### config.mk
export PLATFORM = sky130hd
export DESIGN_NAME = osw_clock_switch
export DESIGN_NICKNAME = d
export VERILOG_FILES = /design/src/rtl/osw_pkg.sv /design/src/rtl/osw_edge_if.sv /design/src/rtl/osw_clock_switch.sv /design/src/rtl/osw_edge_sync.sv
export SDC_FILE = /design/constraint.sdc
export NUM_CORES = 1
export LEC_CHECK = 0
export BUFFER_PORTS_ARGS = -buffer_cell sky130_fd_sc_hd__clkbuf_2
export CAP_MARGIN = 30
export CORE_MARGIN = 2
export CORE_UTILIZATION = 34
export CTS_CLUSTER_DIAMETER = 80
export DETAILED_ROUTE_END_ITERATION = 7
export PLACE_DENSITY = 0.59
export SETUP_SLACK_MARGIN = 0.15
export SLEW_MARGIN = 30
export SYNTH_ARGS = -nofsm -noshare
export SYNTH_HDL_FRONTEND = slang
export SYNTH_HIERARCHICAL = 1
export SYNTH_SLANG_ARGS = --single-unit
### constraint.sdc
create_clock -name pclk -period 6.1 [get_ports pclk]
set_input_delay 0.915 -clock pclk [delete_from_list [all_inputs] [get_ports pclk]]
set_output_delay 0.915 -clock pclk [all_outputs]
set_load 0.02 [all_outputs]
### src/rtl/osw_pkg.sv
// constants and types shared by the oscillator source switch
package osw_pkg;
  // ---------------------------------------------------------------
  // register map
  // ---------------------------------------------------------------
  localparam logic [7:0]  OSW_CTRL_OFS   = 8'h00;
  localparam logic [7:0]  OSW_TRIM_OFS   = 8'h04;
  localparam logic [7:0]  OSW_STAT_OFS   = 8'h08;
  // control register fields
  localparam int          OSW_SRC_LSB    = 0;
  localparam int          OSW_RANGE_LSB  = 2;
  localparam int          OSW_FREQ_LSB   = 4;
  localparam int          OSW_REQ_BIT    = 6;
  localparam int          OSW_CLKOUT_BIT = 7;
  localparam int          OSW_RUNSTP_BIT = 8;
  localparam int          OSW_CTRL_W     = 9;
  localparam logic [8:0]  OSW_CTRL_RST   = 9'h000;
  localparam logic [7:0]  OSW_TRIM_RST   = 8'h00;
  // status register fields
  localparam int          OSW_ENG_BIT    = 0;
  localparam int          OSW_RUN_BIT    = 1;
  localparam int          OSW_WAIT_BIT   = 2;
  // ---------------------------------------------------------------
  // encodings
  // ---------------------------------------------------------------
  localparam logic [1:0]  OSW_SRC_INT    = 2'h0;
  localparam logic [1:0]  OSW_SRC_EXT    = 2'h1;
  localparam logic [1:0]  OSW_SRC_RC     = 2'h2;
  localparam logic [1:0]  OSW_SRC_XTAL   = 2'h3;
  localparam logic [1:0]  OSW_F_4M       = 2'h0;
  localparam logic [1:0]  OSW_F_8M       = 2'h1;
  localparam logic [1:0]  OSW_F_12M8     = 2'h2;
  // ---------------------------------------------------------------
  // internal oscillator model: 24-bit phase step at 20 MHz pclk
  // ---------------------------------------------------------------
  localparam int          OSW_ACC_W      = 24;
  localparam logic [23:0] OSW_INC_4M     = 24'h333333;
  localparam logic [23:0] OSW_INC_8M     = 24'h666666;
  localparam logic [23:0] OSW_INC_12M8   = 24'hA3D70A;
  // one trim step is about 1/512 of the period
  localparam int          OSW_TRIM_SHIFT = 9;
  localparam int          OSW_EDGES_REQ  = 2;
  localparam int          OSW_NSRC       = 3;
  typedef enum logic [2:0] {
    OSW_ST_INT, OSW_ST_WAIT, OSW_ST_GAP_IN, OSW_ST_EXT, OSW_ST_GAP_OUT
  } osw_state_t;
endpackage : osw_pkg

### src/rtl/osw_edge_if.sv
// raw asynchronous clock level and its synchronised rising edge
`timescale 1ns/1ns
interface osw_edge_if;
  logic raw;
  logic rise;
  modport sync (input raw, output rise);
  modport user (output raw, input rise);
endinterface : osw_edge_if

### src/rtl/osw_clock_switch.sv
// oscillator source selection, rate division and switch control
// Operation
// - bus rate is the selected source clock divided by four
// - internal oscillator offers 12.8, 8 and 4 MHz, 4 MHz after reset
// - quad-rate clock runs at source rate, feeds system and watchdog
// - double-rate clock is half the quad-rate clock
// - oscillators stop when stop enable drops unless run-in-stop set
// - signed trim -128..+127; larger trim lengthens internal period
// - external selection enables input pin; crystal also drives out pin
// - after request, two external rising edges precede the switch
// - glitch-free switch: engaged flag set before internal osc stops
// - clearing select and request returns to internal source
// - external clock mode drives quad clock, clock-out forced clear
// - crystal mode dedicates output pin, clock-out bit has no effect
// - RC or internal mode: output pin shows quad clock if enabled
// - source field: 00 internal, 01 external, 10 RC, 11 crystal
// - frequency field: 00 4 MHz default, 01 8 MHz, 10 12.8 MHz
// - switch request cleared by reset, ignored if monitor bypass is set while on internal source
// - engaged flag read-only, 1 while external source drives clock
`timescale 1ns/1ns
module osw_clock_switch
  import osw_pkg::*;
(
  // apb slave
  input  wire logic        pclk,
  input  wire logic        presetn,
  input  wire logic        psel,
  input  wire logic        penable,
  input  wire logic        pwrite,
  input  wire logic [7:0]  paddr,
  input  wire logic [31:0] pwdata,
  output logic [31:0]      prdata,
  output logic             pready,
  output logic             pslverr,
  // external clock sources, asynchronous
  input  wire logic        clock_input_pin,
  input  wire logic        rc_clock,
  input  wire logic        crystal_clock,
  // system integration unit
  input  wire logic        stop_osc_enable,
  input  wire logic        monitor_bypass,
  output logic             quad_rate_clock,
  output logic             double_rate_clock,
  output logic             bus_clock_en,
  // oscillator circuit controls
  output logic             internal_osc_run,
  output logic             rc_osc_enable,
  output logic             crystal_amp_enable,
  output logic [1:0]       crystal_range_select,
  output logic             clock_input_pin_en,
  // clock output pin
  output logic             clock_output_pin_level,
  output logic             clock_output_pin_oe_n,
  output logic             clock_output_pin_crystal
);
  import osw_pkg::*;

  // -----------------------------------------------------------------
  // registers
  // -----------------------------------------------------------------
  logic [OSW_CTRL_W-1:0] ctrl_r;
  logic [7:0]            trim_r;
  logic [31:0]           prdata_r;
  logic [1:0]            source_select;
  logic [1:0]            internal_freq_select;
  logic                  external_switch_request;
  logic                  pin_clock_out_enable;
  logic                  run_osc_in_stop;
  logic                  wr_en;
  logic                  rd_setup;
  logic                  addr_ok;

  assign source_select           = ctrl_r[OSW_SRC_LSB +: 2];
  assign crystal_range_select    = ctrl_r[OSW_RANGE_LSB +: 2];
  assign internal_freq_select    = ctrl_r[OSW_FREQ_LSB +: 2];
  assign external_switch_request = ctrl_r[OSW_REQ_BIT];
  assign pin_clock_out_enable    = ctrl_r[OSW_CLKOUT_BIT];
  assign run_osc_in_stop         = ctrl_r[OSW_RUNSTP_BIT];

  assign addr_ok  = (paddr == OSW_CTRL_OFS) || (paddr == OSW_TRIM_OFS)
                 || (paddr == OSW_STAT_OFS);
  assign wr_en    = psel & penable & pwrite;
  assign rd_setup = psel & ~penable & ~pwrite;
  assign pready   = 1'b1;
  assign pslverr  = psel & penable & ~addr_ok;
  assign prdata   = prdata_r;

  // control register; request bit clears on reset
  always_ff @(posedge pclk or negedge presetn) begin
    if (!presetn) begin
      ctrl_r <= OSW_CTRL_RST;
    end else if (wr_en && paddr == OSW_CTRL_OFS) begin
      ctrl_r <= pwdata[OSW_CTRL_W-1:0];
    end
  end

  // trim is only ever written by software
  always_ff @(posedge pclk or negedge presetn) begin
    if (!presetn) begin
      trim_r <= OSW_TRIM_RST;
    end else if (wr_en && paddr == OSW_TRIM_OFS) begin
      trim_r <= pwdata[7:0];
    end
  end

  // -----------------------------------------------------------------
  // source synchronisers
  // -----------------------------------------------------------------
  osw_edge_if ext_if[OSW_NSRC] ();
  logic [OSW_NSRC-1:0] src_rise;

  assign ext_if[0].raw = clock_input_pin;
  assign ext_if[1].raw = rc_clock;
  assign ext_if[2].raw = crystal_clock;

  for (genvar g = 0; g < OSW_NSRC; g++) begin : g_sync
    osw_edge_sync u_sync (
      .pclk    (pclk),
      .presetn (presetn),
      .e       (ext_if[g])
    );
    assign src_rise[g] = ext_if[g].rise;
  end

  logic osc_on;
  logic ext_rise;

  assign osc_on = stop_osc_enable | run_osc_in_stop;

  always_comb begin
    case (source_select)
      OSW_SRC_EXT:  ext_rise = src_rise[0];
      OSW_SRC_RC:   ext_rise = src_rise[1];
      OSW_SRC_XTAL: ext_rise = src_rise[2];
      default:      ext_rise = 1'b0;
    endcase
  end

  // -----------------------------------------------------------------
  // internal oscillator model
  // -----------------------------------------------------------------
  logic [OSW_ACC_W-1:0] base_inc;
  logic [OSW_ACC_W-1:0] inc_r;
  logic [OSW_ACC_W-1:0] acc_r;
  logic [OSW_ACC_W:0]   acc_sum;
  logic signed [24:0]   trim_adj;
  logic [15:0]          trim_step;
  logic                 int_run_r;
  logic                 int_rise;

  always_comb begin
    case (internal_freq_select)
      OSW_F_8M:   base_inc = OSW_INC_8M;
      OSW_F_12M8: base_inc = OSW_INC_12M8;
      default:    base_inc = OSW_INC_4M;
    endcase
  end

  assign trim_step = {1'b0, base_inc[OSW_ACC_W-1:OSW_TRIM_SHIFT]};
  assign trim_adj  = $signed(trim_step) * $signed(trim_r);

  // larger trim gives a smaller step, so a longer period
  always_ff @(posedge pclk or negedge presetn) begin
    if (!presetn) begin
      inc_r <= OSW_INC_4M;
    end else begin
      inc_r <= 24'($signed({1'b0, base_inc}) - trim_adj);
    end
  end

  assign acc_sum  = {1'b0, acc_r} + {1'b0, inc_r};
  assign int_rise = acc_sum[OSW_ACC_W] & int_run_r & osc_on;

  always_ff @(posedge pclk or negedge presetn) begin
    if (!presetn) begin
      acc_r <= '0;
    end else if (int_run_r && osc_on) begin
      acc_r <= acc_sum[OSW_ACC_W-1:0];
    end
  end

  // -----------------------------------------------------------------
  // switch control
  // -----------------------------------------------------------------
  osw_state_t state_r;
  logic [1:0] edge_cnt_r;
  logic       engaged_r;

  always_ff @(posedge pclk or negedge presetn) begin
    if (!presetn) begin
      state_r    <= OSW_ST_INT;
      edge_cnt_r <= 2'h0;
    end else begin
      case (state_r)
        OSW_ST_INT: begin
          edge_cnt_r <= 2'h0;
          if (external_switch_request && source_select != OSW_SRC_INT
              && !monitor_bypass) begin
            state_r <= OSW_ST_WAIT;
          end
        end
        OSW_ST_WAIT: begin
          if (!external_switch_request) begin
            state_r <= OSW_ST_INT;
          end else if (ext_rise) begin
            if (edge_cnt_r == 2'(OSW_EDGES_REQ - 1)) begin
              state_r <= OSW_ST_GAP_IN;
            end
            edge_cnt_r <= edge_cnt_r + 2'h1;
          end
        end
        OSW_ST_GAP_IN: state_r <= OSW_ST_EXT;
        OSW_ST_EXT: begin
          if (source_select == OSW_SRC_INT && !external_switch_request) begin
            state_r <= OSW_ST_GAP_OUT;
          end
        end
        OSW_ST_GAP_OUT: state_r <= OSW_ST_INT;
        default: state_r <= OSW_ST_INT;
      endcase
    end
  end

  // engaged flag leads, internal oscillator stops one cycle later
  always_ff @(posedge pclk or negedge presetn) begin
    if (!presetn) begin
      engaged_r <= 1'b0;
    end else begin
      engaged_r <= (state_r == OSW_ST_GAP_IN) || (state_r == OSW_ST_EXT
                   && !(source_select == OSW_SRC_INT
                   && !external_switch_request));
    end
  end

  always_ff @(posedge pclk or negedge presetn) begin
    if (!presetn) begin
      int_run_r <= 1'b1;
    end else begin
      int_run_r <= ~engaged_r;
    end
  end

  // -----------------------------------------------------------------
  // clock mux and dividers
  // -----------------------------------------------------------------
  logic [1:0] div_cnt_r;
  logic       quad_en;

  // gap states pass nothing, so no runt edge reaches the dividers
  always_comb begin
    case (state_r)
      OSW_ST_INT, OSW_ST_WAIT: quad_en = int_rise;
      OSW_ST_EXT:              quad_en = ext_rise & engaged_r & osc_on;
      default:                 quad_en = 1'b0;
    endcase
  end

  always_ff @(posedge pclk or negedge presetn) begin
    if (!presetn) begin
      div_cnt_r <= 2'h0;
    end else if (quad_en) begin
      div_cnt_r <= div_cnt_r + 2'h1;
    end
  end

  assign quad_rate_clock   = quad_en;
  assign double_rate_clock = quad_en & div_cnt_r[0];
  assign bus_clock_en      = quad_en & (div_cnt_r == 2'h3);

  // -----------------------------------------------------------------
  // oscillator enables and pins
  // -----------------------------------------------------------------
  logic clkout_eff;
  logic pin_out_r;

  assign internal_osc_run   = int_run_r & osc_on;
  assign rc_osc_enable      = (source_select == OSW_SRC_RC) & osc_on;
  assign crystal_amp_enable = (source_select == OSW_SRC_XTAL) & osc_on;
  assign clock_input_pin_en = source_select != OSW_SRC_INT;
  assign clock_output_pin_crystal = source_select == OSW_SRC_XTAL;
  // clock-out only in RC or internal mode
  assign clkout_eff = pin_clock_out_enable
                    & (source_select == OSW_SRC_INT
                    || source_select == OSW_SRC_RC);
  assign clock_output_pin_oe_n = ~clkout_eff;
  // gated so a stale high never shows once the pin is given up
  assign clock_output_pin_level = pin_out_r & clkout_eff;

  // pin level toggles on each quad-rate event
  always_ff @(posedge pclk or negedge presetn) begin
    if (!presetn) begin
      pin_out_r <= 1'b0;
    end else if (!clkout_eff) begin
      pin_out_r <= 1'b0;
    end else if (quad_en) begin
      pin_out_r <= ~pin_out_r;
    end
  end

  // -----------------------------------------------------------------
  // read data
  // -----------------------------------------------------------------
  always_ff @(posedge pclk or negedge presetn) begin
    if (!presetn) begin
      prdata_r <= 32'h0000_0000;
    end else if (rd_setup) begin
      prdata_r <= 32'h0000_0000;
      case (paddr)
        OSW_CTRL_OFS: begin
          prdata_r[OSW_CTRL_W-1:0] <= ctrl_r;
          prdata_r[OSW_CLKOUT_BIT] <= clkout_eff;
        end
        OSW_TRIM_OFS: prdata_r[7:0] <= trim_r;
        OSW_STAT_OFS: begin
          prdata_r[OSW_ENG_BIT]  <= engaged_r;
          prdata_r[OSW_RUN_BIT]  <= internal_osc_run;
          prdata_r[OSW_WAIT_BIT] <= state_r == OSW_ST_WAIT;
        end
        default: prdata_r <= 32'h0000_0000;
      endcase
    end
  end
endmodule : osw_clock_switch

### src/rtl/osw_edge_sync.sv
// two-stage synchroniser with rising edge detection
`timescale 1ns/1ns
module osw_edge_sync (
  // clock and reset
  input  wire logic   pclk,
  input  wire logic   presetn,
  // clock level in, edge pulse out
  osw_edge_if.sync    e
);
  logic meta_r;
  logic sync_r;
  logic prev_r;

  // -----------------------------------------------------------------
  // synchroniser, only sync_r reads meta_r
  // -----------------------------------------------------------------
  always_ff @(posedge pclk or negedge presetn) begin
    if (!presetn) begin
      meta_r <= 1'b0;
      sync_r <= 1'b0;
      prev_r <= 1'b0;
    end else begin
      meta_r <= e.raw;
      sync_r <= meta_r;
      prev_r <= sync_r;
    end
  end

  assign e.rise = sync_r & ~prev_r;
endmodule : osw_edge_sync

==> results.yml, run 1 <==
run_status:
  status: "finished, final reports clean"
detailed_routing:
  antenna_left: 0
  routed_via_density: 4.70
  wl_per_cell_um: 13.9
  remaining_drc_errors: 0
  routed_wl_um: 19200
  num_vias: 6480
  drt_iter0_drc: 356
  drt_first_pass_iters: 4
logic_synthesis:
  syn_inst: 967
  syn_area_per_cell_um2: 9.30
  synthAdderAreaFrac_pct: 30.7
  synth_area_leaders: "dfrtp_1 22%, fa_1 16%, ha_1 14%, inv_1 6.6%, dfstp_2 3.8%"
  synth_compound_area_share_pct: 12.4
  synthMuxAreaShare_pct: 3.49
  ys_types: 67
  synth_ff_type: "dfrtp_1"
  synth_top_family_by_area: "adder cells"
  synth_top_area_share_pct: 22.3
  async_flop_share_pct: 100
  syn_area_um2: 8990
  yosysSeqAreaShare_pct: 26.1
  synth-simple-area-share_pct: 13.2
  synth-xor-area-share_pct: 4.48
  synth_warnings: 6
  synth-edff-count: 0
  synth-seq-cells: 93
  synth_area_leader_cell: "dfrtp_1"
power_and_ir_drop:
  p_leak_nw: 4.92
  p_per_area_nw_per_um2: 243
  ir_worst_vdd_mv: 0.122
timing:
  grt_setup_unrepaired: "true"
  finalClockSkew_ns: 0.0143
  slew_headroom_pct: 58.7
  period_share_pct: 94.0
  slew_viol_final: 0
  setup_viol: 0
  fin_ws_ns: 0.368
  fmax_mhz: 174
  setup_tns_ns: 0
  hold_viol: 0
  min_period_ns: 5.73
  whs_ns: 0.350
  worst_pin_slew_ns: 0.616
placed_design:
  gp_congestion: 0.894
  numPortBuffers: 48
  pre_cts_ws_ns: 0.0293
  hpwl_um: 15800
clocking:
  cts.sinks: 93
  clk_latency_ns: 0.35
  htreeDepth: 3
  cts_inserted_buffers: 9
  cts_hold_buf: 0
  cts_root_buffer: "clkbuf_16"
  cts_max_path_buffers: 2
  cts.clk_slew.worst_paths_ns: 0.08
  cts_tree: "done"
setup_path:
  rrSetupSlack_ns: 0.37
  startpoint: "ctrl_r[4]"
  crit_fanout: 5
  arrival_ns: 5.95
  endpoint: "inc_r[22]"
  cp-end-kind: "flip-flop"
  required_ns: 6.32
  setup.worst_path.class: "flip-flop to flip-flop"
  r2r_cells: 21
  r2r_start: "ctrl_r[4]"
  r2r_end: "inc_r[22]"
  worstSetupStartpointType: "flip-flop"
grt:
  overflow: 0
  grt_usage_pct: 14.1
  antenna_found_initial: 0
  grt_pass1_vias: 6440
  grt_max_degree: 72
  grt_pass1_wl_um: 31900
flow_run:
  maxCapViolations: 0
floorplan:
  initial_core_util_pct: 34.6
  dieArea_um2: 27800
  core_area_um2: 26000
  die_w_um: 167
  ios: 96
  dieHeight_um: 167
  rows: 59
hold_path:
  hold_path.class: "flip-flop to flip-flop"
finish:
  nets: 1265
  drive_gt1_share_pct: 14.7
  syn_to_final_growth_pct: 13.2
  fin_util_pct: 39.2
  n_antenna_cell: 0
==> per-layer routing <==
metal | global-route usage (%) | wire length [um] | vias up
li1 | - | - | 3288
met1 | 19.1 | 9230 | 3096
met2 | 23.7 | 9340 | 75
met3 | 1.52 | 342 | 21
met4 | 4.61 | 270 | 0
met5 | 0 | 0 | -
==> worst min path at each step <==
stage                                 start                       to  slack (ns)  cells after the start
detailed placement  g_sync[2].u_sync/meta_r  g_sync[2].u_sync/sync_r        0.34                      0
finish              g_sync[2].u_sync/meta_r  g_sync[2].u_sync/sync_r        0.35                      0
global placement    g_sync[1].u_sync/meta_r  g_sync[1].u_sync/sync_r        0.33                      0
floorplan           g_sync[0].u_sync/meta_r  g_sync[0].u_sync/sync_r        0.33                      0
global route        g_sync[2].u_sync/meta_r  g_sync[2].u_sync/sync_r        0.37                      0
CTS                 g_sync[2].u_sync/meta_r  g_sync[2].u_sync/sync_r        0.35                      0
==> state kept, by name, indices dropped and copies added, names as in the netlist, 3 cells and up <==
name / cells
state_r: 3
g_sync.u_sync/meta_r: 3
inc_r: 24
acc_r: 24
ctrl_r: 9
g_sync.u_sync/sync_r: 3
g_sync.u_sync/prev_r: 3
trim_r: 8
prdata: 9
==> worst max-delay path, stage by stage (launching register included) <==
cell and delay (ns):
dfrtp_1 0.41, buf_4 0.16, ha_4 0.17, buf_4 0.15, nand2_1 0.14, inv_1 0.09
fa_1 0.48, inv_1 0.05, fa_1 0.52, fa_1 0.46, fa_1 0.55, inv_1 0.05
fa_1 0.53, inv_1 0.04, ha_1 0.34, o21ai_0 0.19, a21oi_1 0.10, o21ai_2 0.16
a31oi_4 0.05, o22a_2 0.22, and4_1 0.19, or4_1 0.52
==> cell type report <==
cell class / count / area (um^2)
Clock inverter: 7 / 67.6
Multi-Input combinational cell: 691 / 5990
Timing Repair Buffer: 86 / 539
Clock buffer: 9 / 225
Fill cell: 2587 / 15800
Inverter: 158 / 596
Sequential cell: 93 / 2340
Tap cell: 335 / 419
==> synthesized netlist by cell type, types with 4 or more instances <==
library cell	instances
mux2_1	16
nor3_1	16
a21o_1	17
nand3_1	14
nand2_1	81
ha_1	102
o21ai_1	17
clkbuf_1	16
nand4_1	8
mux2i_1	10
nor2_1	58
nor2b_1	19
fa_1	74
o21ai_0	42
o31ai_1	4
dfrtp_1	80
a21oi_1	39
buf_4	26
and2_1	10
xnor2_1	22
and3_1	6
a31oi_1	10
a211oi_1	10
dfstp_2	13
inv_1	158
nand2b_1	8
xor2_1	24
o21bai_1	6
==> metrics by stage <==
stage / total power, mW / std cells / cell area, um^2
5_1_grt: 2.69 / 1379 / 10200
2_1_floorplan: 1.69 / 989 / 9080
3_3_place_gp: 1.90 / 1356 / 9710
6_report: 2.47 / 1379 / 10200
4_1_cts: 2.49 / 1374 / 10100
3_5_place_dp: 1.92 / 1356 / 9710
==> cells by family after synthesis <==
family,after synthesis
buffers and inverters,205
other,2
and+or+nand+nor,242
DFF,93
xor gates and xnor gates,46
muxes,29
adders and majority gates,176
AOI/OAI and AO/OA,174
==> power by group <==
part,switching (mW),internal [mW]
registers,0.0698,0.754
logic,0.638,0.462
clock network,0.264,0.287
total,0.972,1.50
==> layout by cell type, fill, tap and decap left out, types with 4 or more instances in the layout <==
master       n
inv_1      156
ha_1        94
nand2_1     80
dfrtp_1     79
fa_1        74
nor2_1      54
clkbuf_2    47
o21ai_0     41
a21oi_1     39
buf_4       37
xor2_1      24
conb_1      24
xnor2_1     22
nor2b_1     19
a21o_1      17
o21ai_1     16
nor3_1      16
mux2_1      16
nand3_1     14
dfstp_2     13
and2_1      10
mux2i_1     10
a31oi_1     10
a211oi_1     9
clkbuf_16    9
nand2b_1     8
nand4_1      8
o21bai_1     6
and3_1       6
ha_4         5
nor2_2       4
o31ai_1      4
==> repair_timing <==
item / 4_1_cts / 5_1_grt
gates resized for setup: 8 / 18
endpoints found under the setup margin: 1 / 2
pin swaps: 0 / 12
setup buffers: 2 / 5
(Power assumes the default switching activity.)
==> run 2, diff against run 1 <==
Settings changed: MAX_ROUTING_LAYER set to met4, PLACE_DENSITY 0.59 to 0.57.
Clock period 6.1 ns to 7.1 ns, I/O delays scaled along.
==> run 2 against run 1 <==
  * Combinational power down 16%
  * Cell area down 3.0%
  * First-iteration DRC count down 22%
  * Power down 13%
  * Sequential share of layout area up 0.71 points
  * Clock skew down 0.0034 ns
  * Die area unchanged
  * Fmax down 8.5%
  * Setup slack better by 0.47 ns
  * Sequential cell count unchanged
  * Clock power down 6.7%
  * Largest cell class unchanged
  * Largest power group unchanged
  * Highest routed layer unchanged
==> results.yml, run 2 (synthesized netlist as in run 1, its figures left out) <==
finish:
  fin_util_pct: 38.0
  seq_area_um2: 2340
  final_cell_mix: "158 x inv_1, 102 x ha_1, 81 x nand2_1"
  layout_commonest_cell: "inv_1"
  drive_gt1_share_pct: 10.6
  n_antenna_cell: 0
  num-fill-cells: 2662
  multi_input_comb_area_um2: 5880
  syn_to_final_growth_pct: 9.72
  nets: 1237
  design_area_um2: 9870
  reg_top3: "acc_r: 24 flops, inc_r: 24 flops"
timing:
  min_period_ns: 6.26
  fmax_mhz: 160
  slew_viol_final: 0
  hold_viol: 0
  slew_headroom_pct: 46.9
  finalClockSkew_ns: 0.0110
  grt_setup_unrepaired: "false"
  worst_pin_slew_ns: 0.796
  setup_tns_ns: 0
  period_share_pct: 88.2
  setup_viol: 0
detailed_routing:
  drt_iter0_drc: 276
  remaining_drc_errors: 0
  routed_wl_um: 19300
  antenna_left: 0
  routed_via_density: 4.70
  drt_first_pass_iters: 4
  wl_per_cell_um: 14.3
  num_vias: 6345
clocking:
  cts_root_buffer: "clkbuf_16"
  cts_inserted_buffers: 9
  cts_hold_buf: 0
  cts_max_path_buffers: 2
  cts-resized-gates: 0
  clk_latency_ns: 0.36
  cts.sinks: 93
  htreeDepth: 3
  cts_tree: "done"
  cts_post_setup_buffers_inserted: 0
  cts.clk_slew.worst_paths_ns: 0.08
floorplan:
  dieArea_um2: 27800
  die_w_um: 167
  dieHeight_um: 167
  core_area_um2: 26000
  rows: 59
  initial_core_util_pct: 34.6
  ios: 96
placed_design:
  numPortBuffers: 48
  hpwl_um: 15600
  dpl-instance-area_um2: 9550
  gp_congestion: 0.939
run_status:
  status: "finished, final reports clean"
grt:
  grt_usage_pct: 14.9
  grt_max_degree: 68
  grt_pass1_vias: 6411
  antenna_found_initial: 0
  grt_pass1_wl_um: 32400
  overflow: 0
setup_path:
  r2r_end: "inc_r[22]"
  r2r_cells: 20
  cp-end-kind: "flip-flop"
  cp_num_buf_inv: 5
  r2r_start: "ctrl_r[4]"
  worstSetupStartpointType: "flip-flop"
  cp_slowest_cell: "ha_1"
  arrival_ns: 6.49
  rrSetupSlack_ns: 0.84
  critPathMaxStageDelay_ns: 0.58
  required_ns: 7.33
  crit_fanout: 11
  path_cells: "inv_1 -> ha_1 -> inv_1 -> ha_1 -> inv_1 -> fa_1 -> inv_1 -> fa_1 -> ha_1 -> fa_1 -> fa_1 -> inv_1 -> ha_1 -> and3_2 -> a221oi_2 -> o211a_1 -> a31oi_2 -> o22a_2 -> and4_1 -> or4_1"
  cp_top_family: "adder cells"
  cp_common_cell: "inv_1"
  setup.worst_path.class: "flip-flop to flip-flop"
hold_path:
  hold_start: "g_sync[1].u_sync/meta_r"
  hold_end: "g_sync[1].u_sync/sync_r"
  worstHoldPathCells: 0
  hold_path.class: "flip-flop to flip-flop"
power_and_ir_drop:
  ir_worst_vdd_mv: 0.121
  p_per_area_nw_per_um2: 218
  p_leak_nw: 4.79
flow_run:
  maxCapViolations: 0
==> run 2: worst max-delay path by stage <==
| stage | start | to | slack (ns) | cells past startpoint |
|---|---|---|---|---|
| floorplan | ctrl_r[4] | inc_r[22] | 1.01 | 21 |
| finish | ctrl_r[4] | inc_r[22] | 0.84 | 20 |
| global route | ctrl_r[4] | inc_r[22] | 0.52 | 20 |
| detailed placement | ctrl_r[4] | inc_r[22] | 0.83 | 20 |
| CTS | ctrl_r[4] | inc_r[22] | 0.81 | 20 |
| global placement | ctrl_r[4] | inc_r[22] | 0.88 | 20 |
==> run 2: layout make-up <==
cell class	instances	area share (%)
inverter	158	6.01
timing repair buffer	58	3.22
clock inverter	7	0.938
sequential	93	23.7
multi-input combinational	691	59.6
tap	335	4.25
clock buffer	9	2.28
==> run 2: power by group <==
part | internal [mW] | switching [mW] | total, mW
Clock | 0.282 | 0.232 | 0.514
Sequential | 0.648 | 0.0635 | 0.711
Combinational | 0.382 | 0.544 | 0.926
Total | 1.31 | 0.839 | 2.15
==> run 2: worst reg2reg max path, stage by stage, from the launching register on <==
cell and delay [ns]:
dfrtp_1 0.40, inv_1 0.09, ha_1 0.58, inv_1 0.13
ha_1 0.25, inv_1 0.08, fa_1 0.41, inv_1 0.09
fa_1 0.42, ha_1 0.31, fa_1 0.51, fa_1 0.54
inv_1 0.04, ha_1 0.35, and3_2 0.22, a221oi_2 0.38
o211a_1 0.27, a31oi_2 0.12, o22a_2 0.26, and4_1 0.19
or4_1 0.51
==> run 2: routing by layer <==
layer	up-vias	part of all wire, %	global-route usage (%)
met1	3010	48	20.0
met3	21	2.1	1.78
met2	86	47	23.8
met5	-	0	-
met4	0	2.0	4.35
li1	3228	-	-
==> run 2: per-stage QoR <==
stage	cells	hold WS, ns	setup WS, ns	power (mW)
after global routing	1351	0.358	0.524	2.34
final	1351	0.349	0.836	2.15
after detailed placement	1335	0.335	0.834	1.64
after floorplan	989	0.331	1.01	1.45
after global placement	1335	0.331	0.880	1.63
after CTS	1351	0.353	0.813	2.17
==> run 3, diff against run 2 <==
Settings changed: CORE_UTILIZATION 34 to 61, PLACE_DENSITY 0.57 to 0.88.
==> run 3 against run 2 <==
  * Sequential power is 0.7% higher
  * Setup slack better by 0.047 ns
  * Clock-buffer cell count increased by 1
  * Register-to-register slack gained 0.05 ns
  * Combinational power grew 3.1%
  * Critical path depth did not move
  * Fmax up 0.75%
  * First-iteration DRC count is 43% higher
  * Critical path type unchanged
  * Critical endpoint unchanged
  * Largest cell class unchanged
  * Largest power group unchanged
==> results.yml, run 3 (synthesized netlist as in run 1, its figures left out) <==
run_status:
  status: "finished, final reports clean"
finish:
  n_antenna_cell: 0
  final_cell_count_no_fill: 1198
  layout_commonest_cell: "inv_1"
  syn_to_final_growth_pct: 7.19
  nets: 1235
  final_cell_mix: "158 x inv_1, 102 x ha_1, 81 x nand2_1"
  drive_gt1_share_pct: 10.4
  reg_top3: "acc_r: 24 flops, inc_r: 24 flops"
detailed_routing:
  drt_iter0_drc: 395
  remaining_drc_errors: 0
  wl_per_cell_um: 16.3
  antenna_left: 0
  drt_first_pass_iters: 5
  routed_wl_um: 19500
  routed_via_density: 5.68
  num_vias: 6807
setup_path:
  worstSetupStartpointType: "flip-flop"
  setup.worst_path.class: "flip-flop to flip-flop"
  cp-end-kind: "flip-flop"
  arrival_ns: 6.44
  crit_fanout: 8
  required_ns: 7.32
timing:
  min_period_ns: 6.22
  slew_headroom_pct: 42.2
  grt_setup_unrepaired: "false"
  fin_ws_ns: 0.882
  setup_tns_ns: 0
  worst_pin_slew_ns: 0.864
  hold_viol: 0
  finalClockSkew_ns: 0.0136
  period_share_pct: 87.6
  fmax_mhz: 161
  setup_viol: 0
  slew_viol_final: 0
clocking:
  cts.clk_slew.worst_paths_ns: 0.07
  clk_latency_ns: 0.36
  cts-resized-gates: 0
  cts_root_buffer: "clkbuf_16"
  htreeDepth: 3
  cts_tree: "done"
  cts_max_path_buffers: 2
  cts_hold_buf: 0
  cts.sinks: 93
  cts_inserted_buffers: 9
  cts_post_setup_buffers_inserted: 0
placed_design:
  gp_congestion: 0.960
  numPortBuffers: 48
  dpl.cell_count: 1182
  hpwl_um: 15300
  pre_cts_ws_ns: 0.926
grt:
  grt_usage_pct: 26.9
  grt_pass1_wl_um: 33200
  grt_max_degree: 73
  antenna_found_initial: 0
  grt_pass1_vias: 6930
  overflow: 0
power_and_ir_drop:
  p_leak_nw: 4.77
  ir_worst_vdd_mv: 0.139
  p_per_area_nw_per_um2: 223
floorplan:
  die_w_um: 125
  dieArea_um2: 15700
  core_area_um2: 14500
  dieHeight_um: 125
  rows: 44
  ios: 96
  initial_core_util_pct: 62.1
flow_run:
  maxCapViolations: 0
hold_path:
  hold_path.class: "flip-flop to flip-flop"
[run 3: layer usage]
metal  vias to the layer above  GRT usage (%)  part of all wire, %
li1                       3220              -                    -
met1                      3261           33.8                   42
met2                       249           44.3                   49
met3                        77           3.34                  5.0
met4                         0           11.7                  4.3
met5                         -              -                    0
[run 3: final cells by class]
class / instances / area (um^2)
Clock inverter: 6 / 53.8
Fill cell: 1061 / 4840
Tap cell: 184 / 230
Multi-Input combinational cell: 691 / 5880
Timing Repair Buffer: 56 / 307
Clock buffer: 10 / 239
Sequential cell: 93 / 2340
Inverter: 158 / 593
[run 3: final timing paths]
path | start | to | slack (ns) | depth (start not counted)
setup reg to reg | ctrl_r[5] | inc_r[22] | 0.88 | 20
max in group asynchronous | presetn | ctrl_r[2] | 5.62 | 2
hold / removal | g_sync[0].u_sync/meta_r | g_sync[0].u_sync/sync_r | 0.35 | 0
setup / recovery | ctrl_r[5] | inc_r[22] | 0.88 | 20
hold reg to reg | g_sync[0].u_sync/meta_r | g_sync[0].u_sync/sync_r | 0.35 | 0
min in group asynchronous | presetn | inc_r[2] | 0.58 | 1
[run 3: critical path: stages (launching register included)]
cell       delay [ns]
dfrtp_1          0.42
inv_1            0.12
ha_1             0.41
nand2b_1         0.21
inv_1            0.08
fa_1             0.52
inv_1            0.07
fa_1             0.49
fa_1             0.41
fa_1             0.51
inv_1            0.05
fa_1             0.53
inv_1            0.04
ha_1             0.39
nand4_2          0.16
or3_1            0.40
o211a_1          0.25
a31oi_2          0.20
o22a_2           0.20
a2111oi_1        0.08
or4_1            0.52
[run 3: power by group]
part           internal (mW)  switching, mW
Sequential             0.648         0.0680
Combinational          0.385          0.570
Clock                  0.253          0.222
[run 3: through the flow]
| stage | util, % | hold slack (ns) | total power [mW] | area [um^2] |
|---|---|---|---|---|
| after floorplan | - | 0.331 | 1.45 | 9080 |
| after global placement | 64.5 | 0.333 | 1.60 | 9350 |
| after detailed placement | 64.5 | 0.335 | 1.65 | 9350 |
| after CTS | 66.6 | 0.352 | 2.14 | 9640 |
| after global routing | 66.6 | 0.358 | 2.30 | 9640 |
| final | 66.6 | 0.351 | 2.15 | 9640 |
